## config.mk

```make
export PLATFORM = sky130hd
export DESIGN_NAME = sdpr_host_flat
export DESIGN_NICKNAME = d
export VERILOG_FILES = /design/src/verilog/sdpr_pkg.sv /design/src/verilog/sdpr_serial_if.sv /design/src/verilog/sdpr_host.sv /design/src/flat_wrapper.sv
export SDC_FILE = /design/constraint.sdc
export NUM_CORES = 1
export LEC_CHECK = 0
export ABC_AREA = 1
export BUFFER_PORTS_ARGS = -buffer_cell sky130_fd_sc_hd__clkbuf_2
export CORE_MARGIN = 1
export CORE_UTILIZATION = 25
export CTS_BUF_LIST = sky130_fd_sc_hd__clkbuf_4 sky130_fd_sc_hd__clkbuf_8
export CTS_CLUSTER_SIZE = 8
export DETAILED_ROUTE_END_ITERATION = 10
export HOLD_SLACK_MARGIN = 0.03
export MAX_ROUTING_LAYER = met4
export PLACE_DENSITY = 0.4
export REMOVE_ABC_BUFFERS = 1
export SETUP_SLACK_MARGIN = 0.5
export SYNTH_ARGS = -nofsm -noshare
export SYNTH_HDL_FRONTEND = slang
export SYNTH_SLANG_ARGS = --single-unit
```

## constraint.sdc

```tcl
create_clock -name core_clk -period 2.76 [get_ports core_clk]
set_input_delay 0.552 -clock core_clk [delete_from_list [all_inputs] [get_ports core_clk]]
set_output_delay 0.552 -clock core_clk [all_outputs]
set_load 0.01 [all_outputs]
```

## src/verilog/sdpr_pkg.sv

```systemverilog
/*
 Constants shared by both ends of the synthesizer register link:
 frame layout, register addresses, field positions, divider limits,
 serial timing and the controller's own register map.
 Assumes a single 10 MHz core clock at both ends.
*/
`default_nettype none
package sdpr_pkg;
   // Serial frame: address nibble first, then data, both MSB first
   localparam logic [4:0] FRAME_LEN = 5'h16;

   // Device register addresses
   localparam logic [3:0] ADDR_POWER = 4'h2;
   localparam logic [3:0] ADDR_RF1_N = 4'h3;
   localparam logic [3:0] ADDR_RF2_N = 4'h4;
   localparam logic [3:0] ADDR_IF_N = 4'h5;
   localparam logic [3:0] ADDR_RF1_R = 4'h6;
   localparam logic [3:0] ADDR_RF2_R = 4'h7;
   localparam logic [3:0] ADDR_IF_R = 4'h8;
   localparam logic [3:0] ADDR_RSVD_LO = 4'h9;

   // Field positions
   localparam int PWR_IF_BIT = 1;
   localparam int PWR_RF_BIT = 0;

   // Reset values: dividers and enables start at zero
   localparam logic RST_SYNTH_ON = 1'b0;
   localparam logic [17:0] RST_DIV = 18'h00000;

   // Divider limits
   localparam logic [17:0] RF1N_MIN = 18'h003e0;
   localparam logic [17:0] RF2N_MIN = 18'h000f0;
   localparam logic [17:0] IFN_MIN = 18'h00038;
   localparam logic [12:0] RDIV_MAX = 13'h1ffd;
   localparam logic [12:0] RMIN_G0 = 13'h0007;
   localparam logic [12:0] RMIN_G1 = 13'h0008;
   localparam logic [12:0] RMIN_G2 = 13'h000a;
   localparam logic [12:0] RMIN_G3 = 13'h000e;
   localparam logic [17:0] GAIN_STEP1 = 18'h01000;
   localparam logic [17:0] GAIN_STEP2 = 18'h02000;
   localparam logic [17:0] GAIN_STEP3 = 18'h04000;

   // Serial clock half period: 400 ns in core clock cycles
   localparam logic [3:0] SCLK_HALF_CYC = 4'h4;

   // Controller register map (AXI4-Lite byte addresses)
   localparam logic [3:0] REG_DATA = 4'h0;
   localparam logic [3:0] REG_CMD = 4'h4;
   localparam logic [3:0] REG_STATUS = 4'h8;
   localparam logic [3:0] REG_GAIN = 4'hc;
   localparam int ST_BUSY = 0;
   localparam int ST_REFUSED = 1;
   localparam int ST_RF1G_LO = 2;
   localparam logic [1:0] RESP_OKAY = 2'h0;
   localparam logic [1:0] RESP_SLVERR = 2'h2;

   // Least reference divider allowed for a detector gain code
   function automatic logic [12:0] refMin(input logic [1:0] gain);
      case (gain)
         2'h0: refMin = RMIN_G0;
         2'h1: refMin = RMIN_G1;
         2'h2: refMin = RMIN_G2;
         default: refMin = RMIN_G3;
      endcase
   endfunction : refMin

   // RF1 detector gain code implied by the RF1 feedback divider
   function automatic logic [1:0] gainFromN(input logic [17:0] n);
      if (n < GAIN_STEP1) begin
         gainFromN = 2'h0;
      end else if (n < GAIN_STEP2) begin
         gainFromN = 2'h1;
      end else if (n < GAIN_STEP3) begin
         gainFromN = 2'h2;
      end else begin
         gainFromN = 2'h3;
      end
   endfunction : gainFromN
endpackage : sdpr_pkg
`default_nettype wire

```

## src/verilog/sdpr_serial_if.sv

```systemverilog
/*
 Three-wire serial link between the controller and the synthesizer
 register bank. All wires are driven by the controller only and
 change on the shared core clock.
*/
`default_nettype none
interface sdpr_serial_if;
   logic serialEnable;  // Active high frame gate
   logic serialClk;     // Data sampled on its rising edge
   logic serialDataIn;  // Address then data, MSB first

   modport host (output serialEnable, output serialClk, output serialDataIn);
   modport device (input serialEnable, input serialClk, input serialDataIn);
endinterface : sdpr_serial_if
`default_nettype wire

```

## src/verilog/sdpr_host.sv

```systemverilog
/*
 Controller end of the synthesizer link: an AXI4-Lite slave holding
 a data word, a command register, status and gain settings, and a
 serial engine that sends checked 22-bit frames to the register bank.
 Assumes one AXI master with at most one write and one read in flight.
*/
// Notes on behaviour
// RULE1: IF synthesizer bit one, on when set
// RULE2: RF bit zero; reserved bits sent zero
// RULE3: RF1 feedback divider at least 992
// RULE4: RF2 feedback: bit 17 zero, min 240
// RULE5: IF feedback: bits 17:16 zero, min 56
// RULE6: RF1 reference bits 17:13 sent zero
// RULE7: RF1 reference within gain bound and 8189
// RULE8: RF2 reference upper five bits zero
// RULE9: RF2 reference within gain bound and 8189
// RULE10: IF reference bits 17:13 sent zero
// RULE11: IF reference bound uses RF1 gain code
// RULE12: Auto powerdown forces both synthesizers on
// RULE13: RF1 gain code follows RF1 feedback divider
// RULE14: Never send to addresses nine to fifteen
// RULE15: Register updates only at frame completion
`default_nettype none
module sdpr_host (
   // Clock and reset
   input wire logic core_clk,
   input wire logic nrst,
   // AXI4-Lite write address
   input wire logic [3:0] awaddr,
   input wire logic awvalid,
   output logic awready,
   // AXI4-Lite write data
   input wire logic [31:0] wdata,
   input wire logic [3:0] wstrb,
   input wire logic wvalid,
   output logic wready,
   // AXI4-Lite write response
   output logic [1:0] bresp,
   output logic bvalid,
   input wire logic bready,
   // AXI4-Lite read address
   input wire logic [3:0] araddr,
   input wire logic arvalid,
   output logic arready,
   // AXI4-Lite read data
   output logic [31:0] rdata,
   output logic [1:0] rresp,
   output logic rvalid,
   input wire logic rready,
   // Serial link
   sdpr_serial_if.host link
);
   typedef enum logic [2:0] {
      SDPR_IDLE = 3'b001,
      SDPR_SHIFT = 3'b010,
      SDPR_FINISH = 3'b100
   } sdpr_state_t;

   sdpr_state_t stateQ;
   logic awHeldQ;
   logic wHeldQ;
   logic [3:0] awAddrQ;
   logic [31:0] wDataQ;
   logic [3:0] wStrbQ;
   logic [17:0] dataQ;
   logic [1:0] rf2GainQ;
   logic [1:0] rf1GainQ;
   logic refusedQ;
   logic [21:0] frameQ;
   logic [4:0] bitCntQ;
   logic [3:0] tickCntQ;
   logic doWrite;
   logic cmdWrite;
   logic startSend;
   logic setRefused;
   logic clrRefused;
   logic tick;
   logic busy;
   logic [3:0] cmdAddr;

   // Frame check before anything is sent
   function automatic logic frameOk(input logic [3:0] a, input logic [17:0] d,
                                    input logic [1:0] g1, input logic [1:0] g2);
      case (a)
         // RULE2 reserved bits zero
         sdpr_pkg::ADDR_POWER: frameOk = (d[17:2] == 16'h0000);
         // RULE3 RF1 feedback minimum
         sdpr_pkg::ADDR_RF1_N: frameOk = (d >= sdpr_pkg::RF1N_MIN);
         // RULE4 RF2 feedback limits
         sdpr_pkg::ADDR_RF2_N: frameOk = !d[17] && (d >= sdpr_pkg::RF2N_MIN);
         // RULE5 IF feedback limits
         sdpr_pkg::ADDR_IF_N: frameOk = (d[17:16] == 2'h0) && (d >= sdpr_pkg::IFN_MIN);
         // RULE6 RULE7 RF1 reference range
         sdpr_pkg::ADDR_RF1_R: frameOk = (d[17:13] == 5'h00)
            && (d[12:0] >= sdpr_pkg::refMin(g1)) && (d[12:0] <= sdpr_pkg::RDIV_MAX);
         // RULE8 RULE9 RF2 reference range
         sdpr_pkg::ADDR_RF2_R: frameOk = (d[17:13] == 5'h00)
            && (d[12:0] >= sdpr_pkg::refMin(g2)) && (d[12:0] <= sdpr_pkg::RDIV_MAX);
         // RULE10 RULE11 IF reference bound from RF1 gain
         sdpr_pkg::ADDR_IF_R: frameOk = (d[17:13] == 5'h00)
            && (d[12:0] >= sdpr_pkg::refMin(g1)) && (d[12:0] <= sdpr_pkg::RDIV_MAX);
         4'h0, 4'h1: frameOk = 1'b1;
         // RULE14 reserved addresses refused
         default: frameOk = 1'b0;
      endcase
   endfunction : frameOk

   // Write accepted once both address and data have arrived
   assign doWrite = awHeldQ && wHeldQ && !bvalid;
   assign cmdWrite = doWrite && (awAddrQ == sdpr_pkg::REG_CMD) && wStrbQ[0];
   assign cmdAddr = wDataQ[3:0];
   assign busy = (stateQ != SDPR_IDLE);
   assign startSend = cmdWrite && !busy && frameOk(cmdAddr, dataQ, rf1GainQ, rf2GainQ);
   assign setRefused = cmdWrite && !startSend;
   assign clrRefused = doWrite && (awAddrQ == sdpr_pkg::REG_STATUS)
                       && wStrbQ[0] && wDataQ[sdpr_pkg::ST_REFUSED];

   // Write address and data channels, taken in either order
   always_ff @(posedge core_clk) begin
      if (!nrst) begin
         awHeldQ <= 1'b0;
         wHeldQ <= 1'b0;
         awready <= 1'b1;
         wready <= 1'b1;
         awAddrQ <= 4'h0;
         wDataQ <= 32'h00000000;
         wStrbQ <= 4'h0;
      end else begin
         if (awvalid && awready) begin
            awHeldQ <= 1'b1;
            awready <= 1'b0;
            awAddrQ <= awaddr;
         end
         if (wvalid && wready) begin
            wHeldQ <= 1'b1;
            wready <= 1'b0;
            wDataQ <= wdata;
            wStrbQ <= wstrb;
         end
         if (bvalid && bready) begin
            awHeldQ <= 1'b0;
            wHeldQ <= 1'b0;
            awready <= 1'b1;
            wready <= 1'b1;
         end
      end
   end

   // Write response; a refused command still answers OKAY, see status
   always_ff @(posedge core_clk) begin
      if (!nrst) begin
         bvalid <= 1'b0;
         bresp <= sdpr_pkg::RESP_OKAY;
      end else if (doWrite) begin
         bvalid <= 1'b1;
         bresp <= (awAddrQ[1:0] == 2'h0) ? sdpr_pkg::RESP_OKAY : sdpr_pkg::RESP_SLVERR;
      end else if (bvalid && bready) begin
         bvalid <= 1'b0;
      end
   end

   // Data word and RF2 gain setting, honouring byte strobes
   always_ff @(posedge core_clk) begin
      if (!nrst) begin
         dataQ <= sdpr_pkg::RST_DIV;
         rf2GainQ <= 2'h0;
      end else if (doWrite) begin
         if (awAddrQ == sdpr_pkg::REG_DATA) begin
            if (wStrbQ[0]) dataQ[7:0] <= wDataQ[7:0];
            if (wStrbQ[1]) dataQ[15:8] <= wDataQ[15:8];
            if (wStrbQ[2]) dataQ[17:16] <= wDataQ[17:16];
         end
         if (awAddrQ == sdpr_pkg::REG_GAIN && wStrbQ[0]) begin
            rf2GainQ <= wDataQ[1:0];
         end
      end
   end

   // RULE13 gain tracks last RF1 feedback sent
   always_ff @(posedge core_clk) begin
      if (!nrst) begin
         rf1GainQ <= 2'h0;
      end else if (startSend && cmdAddr == sdpr_pkg::ADDR_RF1_N) begin
         rf1GainQ <= sdpr_pkg::gainFromN(dataQ);
      end
   end

   // Sticky refusal flag; a new refusal beats a clear in the same cycle
   always_ff @(posedge core_clk) begin
      if (!nrst) begin
         refusedQ <= 1'b0;
      end else begin
         refusedQ <= setRefused | (refusedQ & ~clrRefused);
      end
   end

   // Read channel, answered one cycle after the address is taken
   always_ff @(posedge core_clk) begin
      if (!nrst) begin
         arready <= 1'b1;
         rvalid <= 1'b0;
         rdata <= 32'h00000000;
         rresp <= sdpr_pkg::RESP_OKAY;
      end else if (arvalid && arready) begin
         arready <= 1'b0;
         rvalid <= 1'b1;
         rresp <= sdpr_pkg::RESP_OKAY;
         case (araddr)
            sdpr_pkg::REG_DATA: rdata <= {14'h0000, dataQ};
            sdpr_pkg::REG_CMD: rdata <= {28'h0000000, frameQ[21:18]};
            sdpr_pkg::REG_STATUS: rdata <= {28'h0000000, rf1GainQ, refusedQ, busy};
            sdpr_pkg::REG_GAIN: rdata <= {30'h00000000, rf2GainQ};
            default: begin
               rdata <= 32'h00000000;
               rresp <= sdpr_pkg::RESP_SLVERR;
            end
         endcase
      end else if (rvalid && rready) begin
         rvalid <= 1'b0;
         arready <= 1'b1;
      end
   end

   // Serial clock divider: one tick per half period while sending
   assign tick = (tickCntQ == sdpr_pkg::SCLK_HALF_CYC - 4'h1);
   always_ff @(posedge core_clk) begin
      if (!nrst || !busy || tick) begin
         tickCntQ <= 4'h0;
      end else begin
         tickCntQ <= tickCntQ + 4'h1;
      end
   end

   // RULE15 frame engine: enable, 22 clocks, then release
   // Data changes only while the serial clock is low
   always_ff @(posedge core_clk) begin
      if (!nrst) begin
         stateQ <= SDPR_IDLE;
         frameQ <= 22'h000000;
         bitCntQ <= 5'h00;
         link.serialEnable <= 1'b0;
         link.serialClk <= 1'b0;
         link.serialDataIn <= 1'b0;
      end else begin
         case (stateQ)
            SDPR_IDLE: begin
               if (startSend) begin
                  frameQ <= {cmdAddr, dataQ};
                  bitCntQ <= 5'h00;
                  link.serialEnable <= 1'b1;
                  link.serialDataIn <= cmdAddr[3];
                  stateQ <= SDPR_SHIFT;
               end
            end
            SDPR_SHIFT: begin
               if (tick && !link.serialClk) begin
                  link.serialClk <= 1'b1;
               end else if (tick) begin
                  link.serialClk <= 1'b0;
                  frameQ <= {frameQ[20:0], frameQ[21]};
                  link.serialDataIn <= frameQ[20];
                  bitCntQ <= bitCntQ + 5'h01;
                  if (bitCntQ == sdpr_pkg::FRAME_LEN - 5'h01) begin
                     stateQ <= SDPR_FINISH;
                  end
               end
            end
            SDPR_FINISH: begin
               if (tick) begin
                  link.serialEnable <= 1'b0;
                  link.serialDataIn <= 1'b0;
                  stateQ <= SDPR_IDLE;
               end
            end
            default: stateQ <= SDPR_IDLE;
         endcase
      end
   end
endmodule : sdpr_host
`default_nettype wire

```

## src/flat_wrapper.sv

```systemverilog
// flat-port wrapper written by rule: the top's interface ports become plain ports
module sdpr_host_flat 
  (core_clk, nrst, awaddr, awvalid, awready, wdata, wstrb, wvalid, wready, bresp, bvalid, bready, araddr, arvalid, arready, rdata, rresp, rvalid, rready, link_serialEnable, link_serialClk, link_serialDataIn);
  sdpr_serial_if link_i ();
  input wire logic core_clk;
  input wire logic nrst;
  input wire logic [3:0] awaddr;
  input wire logic awvalid;
  output logic awready;
  input wire logic [31:0] wdata;
  input wire logic [3:0] wstrb;
  input wire logic wvalid;
  output logic wready;
  output logic [1:0] bresp;
  output logic bvalid;
  input wire logic bready;
  input wire logic [3:0] araddr;
  input wire logic arvalid;
  output logic arready;
  output logic [31:0] rdata;
  output logic [1:0] rresp;
  output logic rvalid;
  input wire logic rready;
  output wire logic [$bits(link_i.serialEnable)-1:0] link_serialEnable;
  output wire logic [$bits(link_i.serialClk)-1:0] link_serialClk;
  output wire logic [$bits(link_i.serialDataIn)-1:0] link_serialDataIn;
  assign link_serialEnable = link_i.serialEnable;
  assign link_serialClk = link_i.serialClk;
  assign link_serialDataIn = link_i.serialDataIn;
  sdpr_host u_core (.core_clk(core_clk), .nrst(nrst), .awaddr(awaddr), .awvalid(awvalid), .awready(awready), .wdata(wdata), .wstrb(wstrb), .wvalid(wvalid), .wready(wready), .bresp(bresp), .bvalid(bvalid), .bready(bready), .araddr(araddr), .arvalid(arvalid), .arready(arready), .rdata(rdata), .rresp(rresp), .rvalid(rvalid), .rready(rready), .link(link_i));
endmodule
```

Word level (Yosys, flattened, before mapping)
Index checks and enable logic that the tools add are counted.
{"block": "classes", "n_addsub": 2, "magnitude_cmp": 10, "eq_ne": 29, "n_mux": 40, "bitwise": 4, "n_reduce_logical": 61}
{"operator": "case mux 18 bit (4 select lines)", "n": 1}
{"operator": "2-to-1 mux 22 bit", "n": 3}
{"operator": "case mux 22 bit (2 select lines)", "n": 1}
{"operator": ">= comparator 13 bit", "n": 3}
{"operator": "2-to-1 mux 13 bit", "n": 3}
{"operator": "logical AND 1 bit", "n": 26}
{"operator": "== test 4 x 3 -> 1 bit (second input constant)", "n": 6}
{"operator": "case mux 4 bit (3 select lines)", "n": 2}
{"operator": "== test 4 bit (second input constant)", "n": 5}
{"operator": ">= comparator 18 x 10 -> 1 bit (second input constant)", "n": 1}
{"operator": ">= comparator 18 x 6 -> 1 bit (second input constant)", "n": 1}
{"operator": ">= comparator 18 x 8 -> 1 bit (second input constant)", "n": 1}
{"operator": "less-than comparator 18 x 13 -> 1 bit (second input constant)", "n": 1}
{"operator": "less-than comparator 18 x 14 -> 1 bit (second input constant)", "n": 1}
{"operator": "less-than comparator 18 x 15 -> 1 bit (second input constant)", "n": 1}
{"operator": "zero test 16 bit", "n": 1}
{"operator": "2-to-1 mux 3 bit", "n": 5}
{"operator": "2-to-1 mux 5 bit", "n": 3}
{"operator": "less-or-equal comparator 13 bit (second input constant)", "n": 1}
{"operator": "2-to-1 mux 1 bit", "n": 13}
{"operator": "== test 4 x 2 -> 1 bit (second input constant)", "n": 3}
{"operator": "zero test 4 bit", "n": 3}
{"operator": "AND reduction 3 bit", "n": 4}
{"operator": "case mux 5 bit (2 select lines)", "n": 1}
{"operator": "31 further kinds", "n": 56}
{"block": "totals", "ff_bits": 128, "in_bits": 51, "output_inout_bits": 44, "elab_cells": 172}

Logic depth before layout (Yosys ltp)
Gate-level depths: netlist (run 1).
{"block": "depth", "word_depth": 11, "mapped_depth": 19}

Worst setup path before layout (run 1)
No wires, ideal clock.
{"block": "synth_path", "path_kind": "register to register", "startpoint": "register u_core.rf1GainQ[0]", "endpoint": "register u_core.bitCntQ[4]", "t_arrival_ps": 1928, "required_ps": 2617, "path_slack_ps": 689, "stages_incl_launch_ff": 20, "n_path_buf": 1, "path_cell_list": "dfxtp_1 inv_1 ha_1 ha_1 nand2_1 inv_1 nand2_1 nor2_1 nand2_1 nand2_1 inv_1 nand2_1 nand3_2 nand2_2 nand2_4 nand2_8 nand2_8 buf_12 nand2_2 a21oi_2"}
{"block": "synth_between", "elab_chain_len": 10, "elab_cells_between_ends": 16, "classes_between": "2 x order compare; 3 x eq/ne; 4 x mux; 7 x reduce/logical"}
{"item": "start: declaration", "line": "sdpr_host.sv:67", "text": "logic [1:0] rf1GainQ;"}
{"item": "start signal: assignment", "line": "sdpr_host.sv:184", "text": "rf1GainQ <= sdpr_pkg::gainFromN(dataQ);"}
{"item": "== test 2 bit (tied with other cells)", "line": "sdpr_pkg.sv:59", "text": "case (gain)"}
{"item": "case mux 4 bit (3 select lines) *", "line": "sdpr_pkg.sv:59"}
{"item": "2-to-1 mux 13 bit", "line": "sdpr_host.sv:84", "text": "case (a)"}
{"item": ">= comparator 13 bit, on equally long branches", "line": "sdpr_host.sv:101, sdpr_host.sv:95"}
{"item": "logical AND 1 bit, on equally long branches (2 in series)", "line": "sdpr_host.sv:101, sdpr_host.sv:95"}
{"item": "case mux 1 bit (8 select lines) *", "line": "sdpr_host.sv:84"}
{"item": "logical AND 1 bit *", "line": "sdpr_host.sv:113", "text": "assign startSend = cmdWrite && !busy && frameOk(cmdAddr, dataQ, rf1GainQ, rf2GainQ);"}
{"item": "inequality test 2 x 1 -> 1 bit (no source line) *"}
{"item": "AND reduction 4 bit (no source line) *"}
{"item": "end signal: assignment", "line": "sdpr_host.sv:262", "text": "bitCntQ <= bitCntQ + 5'h01;"}
{"item": "end: declaration", "line": "sdpr_host.sv:70", "text": "logic [4:0] bitCntQ;"}
Every way passes the cells marked *; elsewhere a longest branch is shown, timed or not. The select of a mux whose other input is x is not followed.
A chain may end at the register's enable or synchronous reset.

Worst setup path after layout (run 1)
{"block": "layout_path", "startpoint": "register u_core.rf1GainQ[1]", "endpoint": "register u_core.frameQ[18]"}
{"block": "layout_between", "elab_chain_len": 10, "elab_cells_between_ends": 16, "classes_between": "2 x order compare; 3 x eq/ne; 4 x mux; 7 x reduce/logical"}
{"item": "== test 2 bit (tied with other cells)", "line": "sdpr_pkg.sv:59"}
{"item": "case mux 4 bit (3 select lines) *", "line": "sdpr_pkg.sv:59"}
{"item": "2-to-1 mux 13 bit", "line": "sdpr_host.sv:84"}
{"item": ">= comparator 13 bit, on equally long branches", "line": "sdpr_host.sv:101, sdpr_host.sv:95"}
{"item": "logical AND 1 bit, on equally long branches (2 in series)", "line": "sdpr_host.sv:101, sdpr_host.sv:95"}
{"item": "case mux 1 bit (8 select lines) *", "line": "sdpr_host.sv:84"}
{"item": "logical AND 1 bit *", "line": "sdpr_host.sv:113"}
{"item": "inequality test 2 x 1 -> 1 bit (no source line) *"}
{"item": "AND reduction 4 bit (no source line) *"}
{"item": "end signal: assignment", "line": "sdpr_host.sv:248", "text": "frameQ <= {cmdAddr, dataQ};"}
{"item": "end signal: assignment", "line": "sdpr_host.sv:260", "text": "frameQ <= {frameQ[20:0], frameQ[21]};"}
{"item": "end: declaration", "line": "sdpr_host.sv:69", "text": "logic [21:0] frameQ;"}
Marks and branches as above.

==> flow_metrics.tcl, run 1 <==
set metrics [dict create \
    synth_flop_cell "dfxtp_1" \
    fin_skew_ns 0.0161 \
    rows 54 \
    grt_pass1_wl_um 23800 \
    clk_pin_slew_ns 0.10 \
    cts-root-buf "clkbuf_8" \
    wirelength_um 15000 \
    final_hold_viol_count 0 \
    crit_slowest_cell "dfxtp_2" \
    grt_util_all_layers 0.141 \
    setup_violations 0 \
    dp_hpwl_um 9910 \
    synth_edf_count 0 \
    grt_pass1_vias 4536 \
    worst_pin_slew_ns 0.536 \
    port_buffers 63 \
    synthCells 763 \
    finalSetupTns_ns 0 \
    crit_fanout 6 \
    critical_path_arrival_ns 2.51 \
    wl_per_cell_um 13.3 \
    netlist-cell-type-count 42 \
    fp.dieH_um 151 \
    dr.pass1.iters 4 \
    vias 4862 \
    place_inst 1085 \
    coreArea_mm2 0.0218 \
    slowest_delay_ns 0.34 \
    nFillCells 2441 \
    period_minus_slack_ns 2.19 \
    cts.sinks 112 \
    nNetsFinal 904 \
    drc 0 \
    gp_congestion 0.735 \
    cts_tree "yes" \
    postRouteAntennaNets 0 \
    clk_latency_ns 0.39 \
    initialDrtViolationCount 148 \
    rsz0062_at_grt "true" \
    final_cell_count_no_fill 1123 \
    antenna_found_initial 0 \
    hold_path.class "input pin to flip-flop" \
    maxSlewViolCount 0 \
    yosysWarningCount 0 \
    cp.required_ns 3.08 \
    antennaDiodeCount 0 \
    ys_seq_area_frac 0.402 \
    initial_utilization 0.255 \
    status "complete, no violations" \
    endpoint_kind "flip-flop" \
    ios 95 \
    synth-async-reset-ratio 0 \
    cts_buffer_depth 2 \
    drv_cap 0 \
    grt_max_degree 70 \
    max_freq_mhz 456 \
    cts_made_buffers 9 \
    syn_avg_cell_area_um2 7.30 \
    die_area_mm2 0.0229 \
    fin_crit_sh 0.795 \
    p_leak_nw 2.76 \
    path_class "flip-flop to flip-flop" \
    power_density_mw_per_mm2 507 \
    cp_cell_sequence "inv_4, ha_4, ha_4, nand2_2, inv_2, nand2_1, nor2_1, nand2_1, nand2_1, inv_2, nand2_2, nand3_2, nand2_2, nand2_4, nand2_8, buf_12, buf_8, nand3_4, a21oi_2" \
    syn-cell-area_mm2 0.00557 \
    syn2layout_area_growth_pct 21.1 \
    grt-ovfl-total 0 \
    peakVddDrop_v 0.000213 \
    multiInputGateArea_mm2 0.00305 \
    die_w_um 151 \
    final_layout_size_suffix_gt1_frac 0.256 \
    vias_per_cell 4.33 \
    worstSetupStartpointType "flip-flop" \
    htreeDepth 3 \
    final-seq-area_mm2 0.00225 \
    relSlewSlack 0.643 \
    ys_ff_latch 112 \
]
worst max-delay path: cells and delay by family, from the launching register on:
| kind | cells | cell delay, ns |
|---|---|---|
| fa+ha+maj | 2 | 0.47 |
| flops | 1 | 0.34 |
| simple gates | 11 | 0.74 |
| buf+inv | 5 | 0.45 |
| compound gates | 1 | 0.11 |
cells in the final DEF, fill, tap and decap left out, types with 7 or more instances in the layout:
cell / instances
a21oi_1: 50
a21oi_2: 20
buf_4: 16
buf_6: 7
clkbuf_2: 63
clkbuf_8: 11
conb_1: 16
dfxtp_1: 108
ha_1: 9
inv_1: 48
inv_2: 11
nand2_1: 145
nand2_2: 20
nand2_4: 9
nand3_1: 31
nand3_2: 14
nor2_1: 119
o21ai_0: 76
flip-flops by register name (all words and copies together), names as in the netlist, 2 cells and up:
signal,count
u_core.awAddrQ,4
u_core.bitCntQ,5
u_core.dataQ,18
u_core.frameQ,22
u_core.rdata,18
u_core.rf1GainQ,2
u_core.rf2GainQ,2
u_core.stateQ,3
u_core.tickCntQ,4
u_core.wDataQ,18
u_core.wStrbQ,3
worst paths after layout:
| check | slack, ns | depth (start not counted) | startpoint | end |
|---|---|---|---|---|
| worst max-delay path | 0.57 | 19 | u_core.rf1GainQ[1]$_SDFFE_PN0P_ | u_core.frameQ[18]$_SDFFE_PN0P_ |
| worst min-delay path | 0.40 | 3 | bready | u_core.awready$_SDFFE_PP1P_ |
| worst max register to register | 0.57 | 19 | u_core.rf1GainQ[1]$_SDFFE_PN0P_ | u_core.frameQ[18]$_SDFFE_PN0P_ |
| worst min register to register | 0.46 | 1 | u_core.tickCntQ[0]$_SDFF_PP0_ | u_core.tickCntQ[0]$_SDFF_PP0_ |
per-stage QoR:
stage                     utilization  worst slack (ns)  hold slack, ns  total power, W  cell area [µm²]
after floorplan                     -            0.0583           0.418         0.00210             5320
after global placement          0.279             0.318           0.438         0.00230             6080
after detailed placement        0.279             0.297           0.444         0.00230             6080
after CTS                       0.301             0.501           0.376         0.00346             6570
after global routing            0.309             0.395           0.407         0.00362             6750
final                           0.309             0.566           0.402         0.00342             6750
cells in the mapped netlist, types with 4 or more instances:
| cell | number | share of area |
|---|---|---|
| a21oi_1 | 50 | 0.045 |
| a21oi_2 | 20 | 0.031 |
| buf_4 | 17 | 0.023 |
| buf_6 | 4 | 0.0081 |
| clkbuf_1 | 20 | 0.013 |
| dfxtp_1 | 112 | 0.40 |
| ha_1 | 15 | 0.034 |
| inv_1 | 54 | 0.036 |
| inv_2 | 7 | 0.0047 |
| nand2_1 | 149 | 0.10 |
| nand2_2 | 23 | 0.026 |
| nand3_1 | 34 | 0.031 |
| nand3_2 | 13 | 0.023 |
| nor2_1 | 120 | 0.081 |
| nor2_2 | 6 | 0.0067 |
| nor3_1 | 6 | 0.0054 |
| o21ai_0 | 76 | 0.068 |
final cells by class:
class | count | area share
Tap cell | 280 | 0.0519
Clock inverter | 2 | 0.00204
Clock buffer | 14 | 0.0258
Multi-Input combinational cell | 558 | 0.451
Timing Repair Buffer | 93 | 0.0977
Sequential cell | 112 | 0.333
Inverter | 64 | 0.0382
metal layers:
layer  vias up  track usage  wire length, µm
li1       2580            -                -
met2        63        0.226             6970
met5         -            -                0
met3        12       0.0256              457
met4         0       0.0395              178
met1      2207        0.181             7350
report_power, final:
group          internal [W]  total [W]  switching [W]  leakage (nW)
Clock              0.000411   0.000981       0.000570         0.101
Sequential          0.00169    0.00175      0.0000555         0.915
Combinational      0.000270   0.000692       0.000421          1.75
Total               0.00237    0.00342        0.00105          2.76
repair_timing:
item | 4_1_cts | 5_1_grt
pin swaps | 13 | 15
hold buffers | 0 | 0
cloned | 5 | 0
buffers inserted | 10 | 7
setup endpoints to repair | 27 | 35
resized for setup | 25 | 32
cell families after synthesis:
| logic type | after synthesis | share of synthesized area |
|---|---|---|
| DFF | 112 | 0.402 |
| AOI/OAI and AO/OA | 156 | 0.158 |
| other | 1 | 0.000673 |
| buffers and inverters | 111 | 0.0988 |
| xor gates and xnor gates | 4 | 0.00629 |
| and+or+nand+nor | 364 | 0.300 |
| adders and majority gates | 15 | 0.0337 |
Note: power is estimated with default switching activity, not from simulation.
==> run 2, diff against run 1 <==
- PLACE_DENSITY: 0.4 -> 0.41
- clock period: 2.76 -> 2 ns (I/O delays scaled with it)
==> run 2 against run 1 <==
Compared with the run above:
- the flow now finishes with violations (setup timing)
- sequential share of layout area fell by 2.1 points
- core utilization grew 2.1 points
- critical path depth shrank 2
- sequential power is 38% higher
- flip-flop and latch count unchanged
- clock power increased by 46%
==> flow_metrics.tcl, run 2 (synthesized netlist as in run 1, its figures left out) <==
set metrics [dict create \
    status "finished with violations" \
    violations "setup timing" \
    antenna_found_initial 0 \
    port_buffers 63 \
    maxSlewViolCount 0 \
    htreeDepth 3 \
    ios 95 \
    fin_skew_ns 0.0117 \
    fp.dieH_um 151 \
    drv_cap 0 \
    largest_reg_flops 22 \
    setup_slack_ns -0.180 \
    grt_util_all_layers 0.142 \
    total_power_w 0.00483 \
    rrSetupSlack_ns -0.18 \
    finalSetupTns_ns -5.06 \
    cts_buffer_depth 2 \
    vias_per_cell 4.31 \
    peakVddDrop_v 0.000321 \
    relSlewSlack 0.620 \
    cp.required_ns 2.26 \
    path_class "flip-flop to flip-flop" \
    crit_fanout 7 \
    vias 4975 \
    rsz0062_at_grt "true" \
    gp_congestion 0.758 \
    die_w_um 151 \
    top_register "u_core.frameQ" \
    grt_max_degree 55 \
    final_layout_size_suffix_gt1_frac 0.334 \
    coreArea_mm2 0.0218 \
    cts_tree "yes" \
    place_inst 1123 \
    nNetsFinal 936 \
    grt_pass1_vias 4782 \
    power_density_mw_per_mm2 670 \
    postRouteAntennaNets 0 \
    post_dp_cell_area_mm2 0.00635 \
    final_common_cell "nand2_1" \
    initial_utilization 0.255 \
    wirelength_um 14900 \
    drc 0 \
    clk_pin_slew_ns 0.11 \
    dp_hpwl_um 10500 \
    critical_path_arrival_ns 2.44 \
    rows 54 \
    wl_per_cell_um 12.9 \
    cts.sinks 112 \
    worstSetupStartpointType "flip-flop" \
    post-route-cell-area_mm2 0.00721 \
    endpoint_kind "flip-flop" \
    fin_crit_sh 1.09 \
    antennaDiodeCount 0 \
    dr.pass1.iters 4 \
    final_hold_viol_count 0 \
    fin_util 0.330 \
    die_area_mm2 0.0229 \
    hold_path.class "input pin to flip-flop" \
    cts-root-buf "clkbuf_8" \
    syn2layout_area_growth_pct 29.3 \
    clk_latency_ns 0.39 \
    final_cell_mix "nand2_1 (135), nor2_1 (111), dfxtp_1 (105), o21ai_0 (66), clkbuf_2 (63)" \
    holdBufCountCts 0 \
    setup_violations 35 \
    period_minus_slack_ns 2.18 \
    max_freq_mhz 459 \
    cts_made_buffers 9 \
    p_leak_nw 2.99 \
    initialDrtViolationCount 209 \
    grt_pass1_wl_um 24300 \
    grt-ovfl-total 0 \
    final_cell_count_no_fill 1155 \
    worst_pin_slew_ns 0.570 \
]
==> run 2: per-layer routing <==
metal  vias up  global-route usage  routed length [µm]
met3        10              0.0208                 459
met4         0              0.0525                 195
met1      2234               0.189                7520
li1       2656                   -                   -
met2        75               0.218                6690
met5         -                   -                   0
==> run 2: cell type report <==
cell class,count,area (µm²)
fill,2376,14600
multi-input combinational,559,3260
sequential,112,2250
timing repair buffer,124,873
tap,280,350
inverter,64,264
clock buffer,15,200
clock inverter,1,7.51
==> run 2: power by group <==
group	internal [W]	leakage (nW)	switching (W)
Clock	0.000640	0.105	0.000786
Combinational	0.000387	1.96	0.000597
Sequential	0.00233	0.916	0.0000866
Total	0.00336	2.99	0.00147
==> run 2: stage by stage <==
step / hold WS, ns / setup slack, ns
detailed placement: 0.441 / -0.267
global placement: 0.436 / -0.259
floorplan: 0.418 / -0.702
finish: 0.242 / -0.180
global route: 0.255 / -0.336
CTS: 0.223 / -0.230
==> run 2: timing repair <==
| action | CTS | global route |
|---|---|---|
| hold endpoints to repair | 0 | 0 |
| gates resized for setup | 91 | 35 |
| pin swaps | 32 | 26 |
| setup endpoints to repair | 72 | 56 |
| setup buffers | 8 | 3 |
| cloned | 5 | 0 |
==> run 2: worst paths after layout <==
| kind | startpoint | endpoint | depth (start not counted) |
|---|---|---|---|
| worst max register to register | u_core.rf2GainQ[1]$_SDFFE_PN0P_ | u_core.frameQ[18]$_SDFFE_PN0P_ | 17 |
| worst min-delay path | bready | u_core.awready$_SDFFE_PP1P_ | 3 |
| worst max-delay path | u_core.rf2GainQ[1]$_SDFFE_PN0P_ | u_core.frameQ[18]$_SDFFE_PN0P_ | 17 |
| worst min register to register | u_core.tickCntQ[0]$_SDFF_PP0_ | u_core.tickCntQ[0]$_SDFF_PP0_ | 1 |
==> run 2: critical path, stage by stage, from the launching register on <==
cell	delay [ns]
dfxtp_2	0.36
inv_4	0.05
ha_4	0.23
ha_4	0.27
nand2_2	0.06
nor2_2	0.07
nor2_1	0.04
nor2_1	0.11
nor2_1	0.06
nand2_1	0.07
nand3_2	0.07
nand2_2	0.08
nand2_4	0.07
nand2_8	0.12
buf_12	0.14
nand2_8	0.10
nand2_2	0.09
a21oi_2	0.04
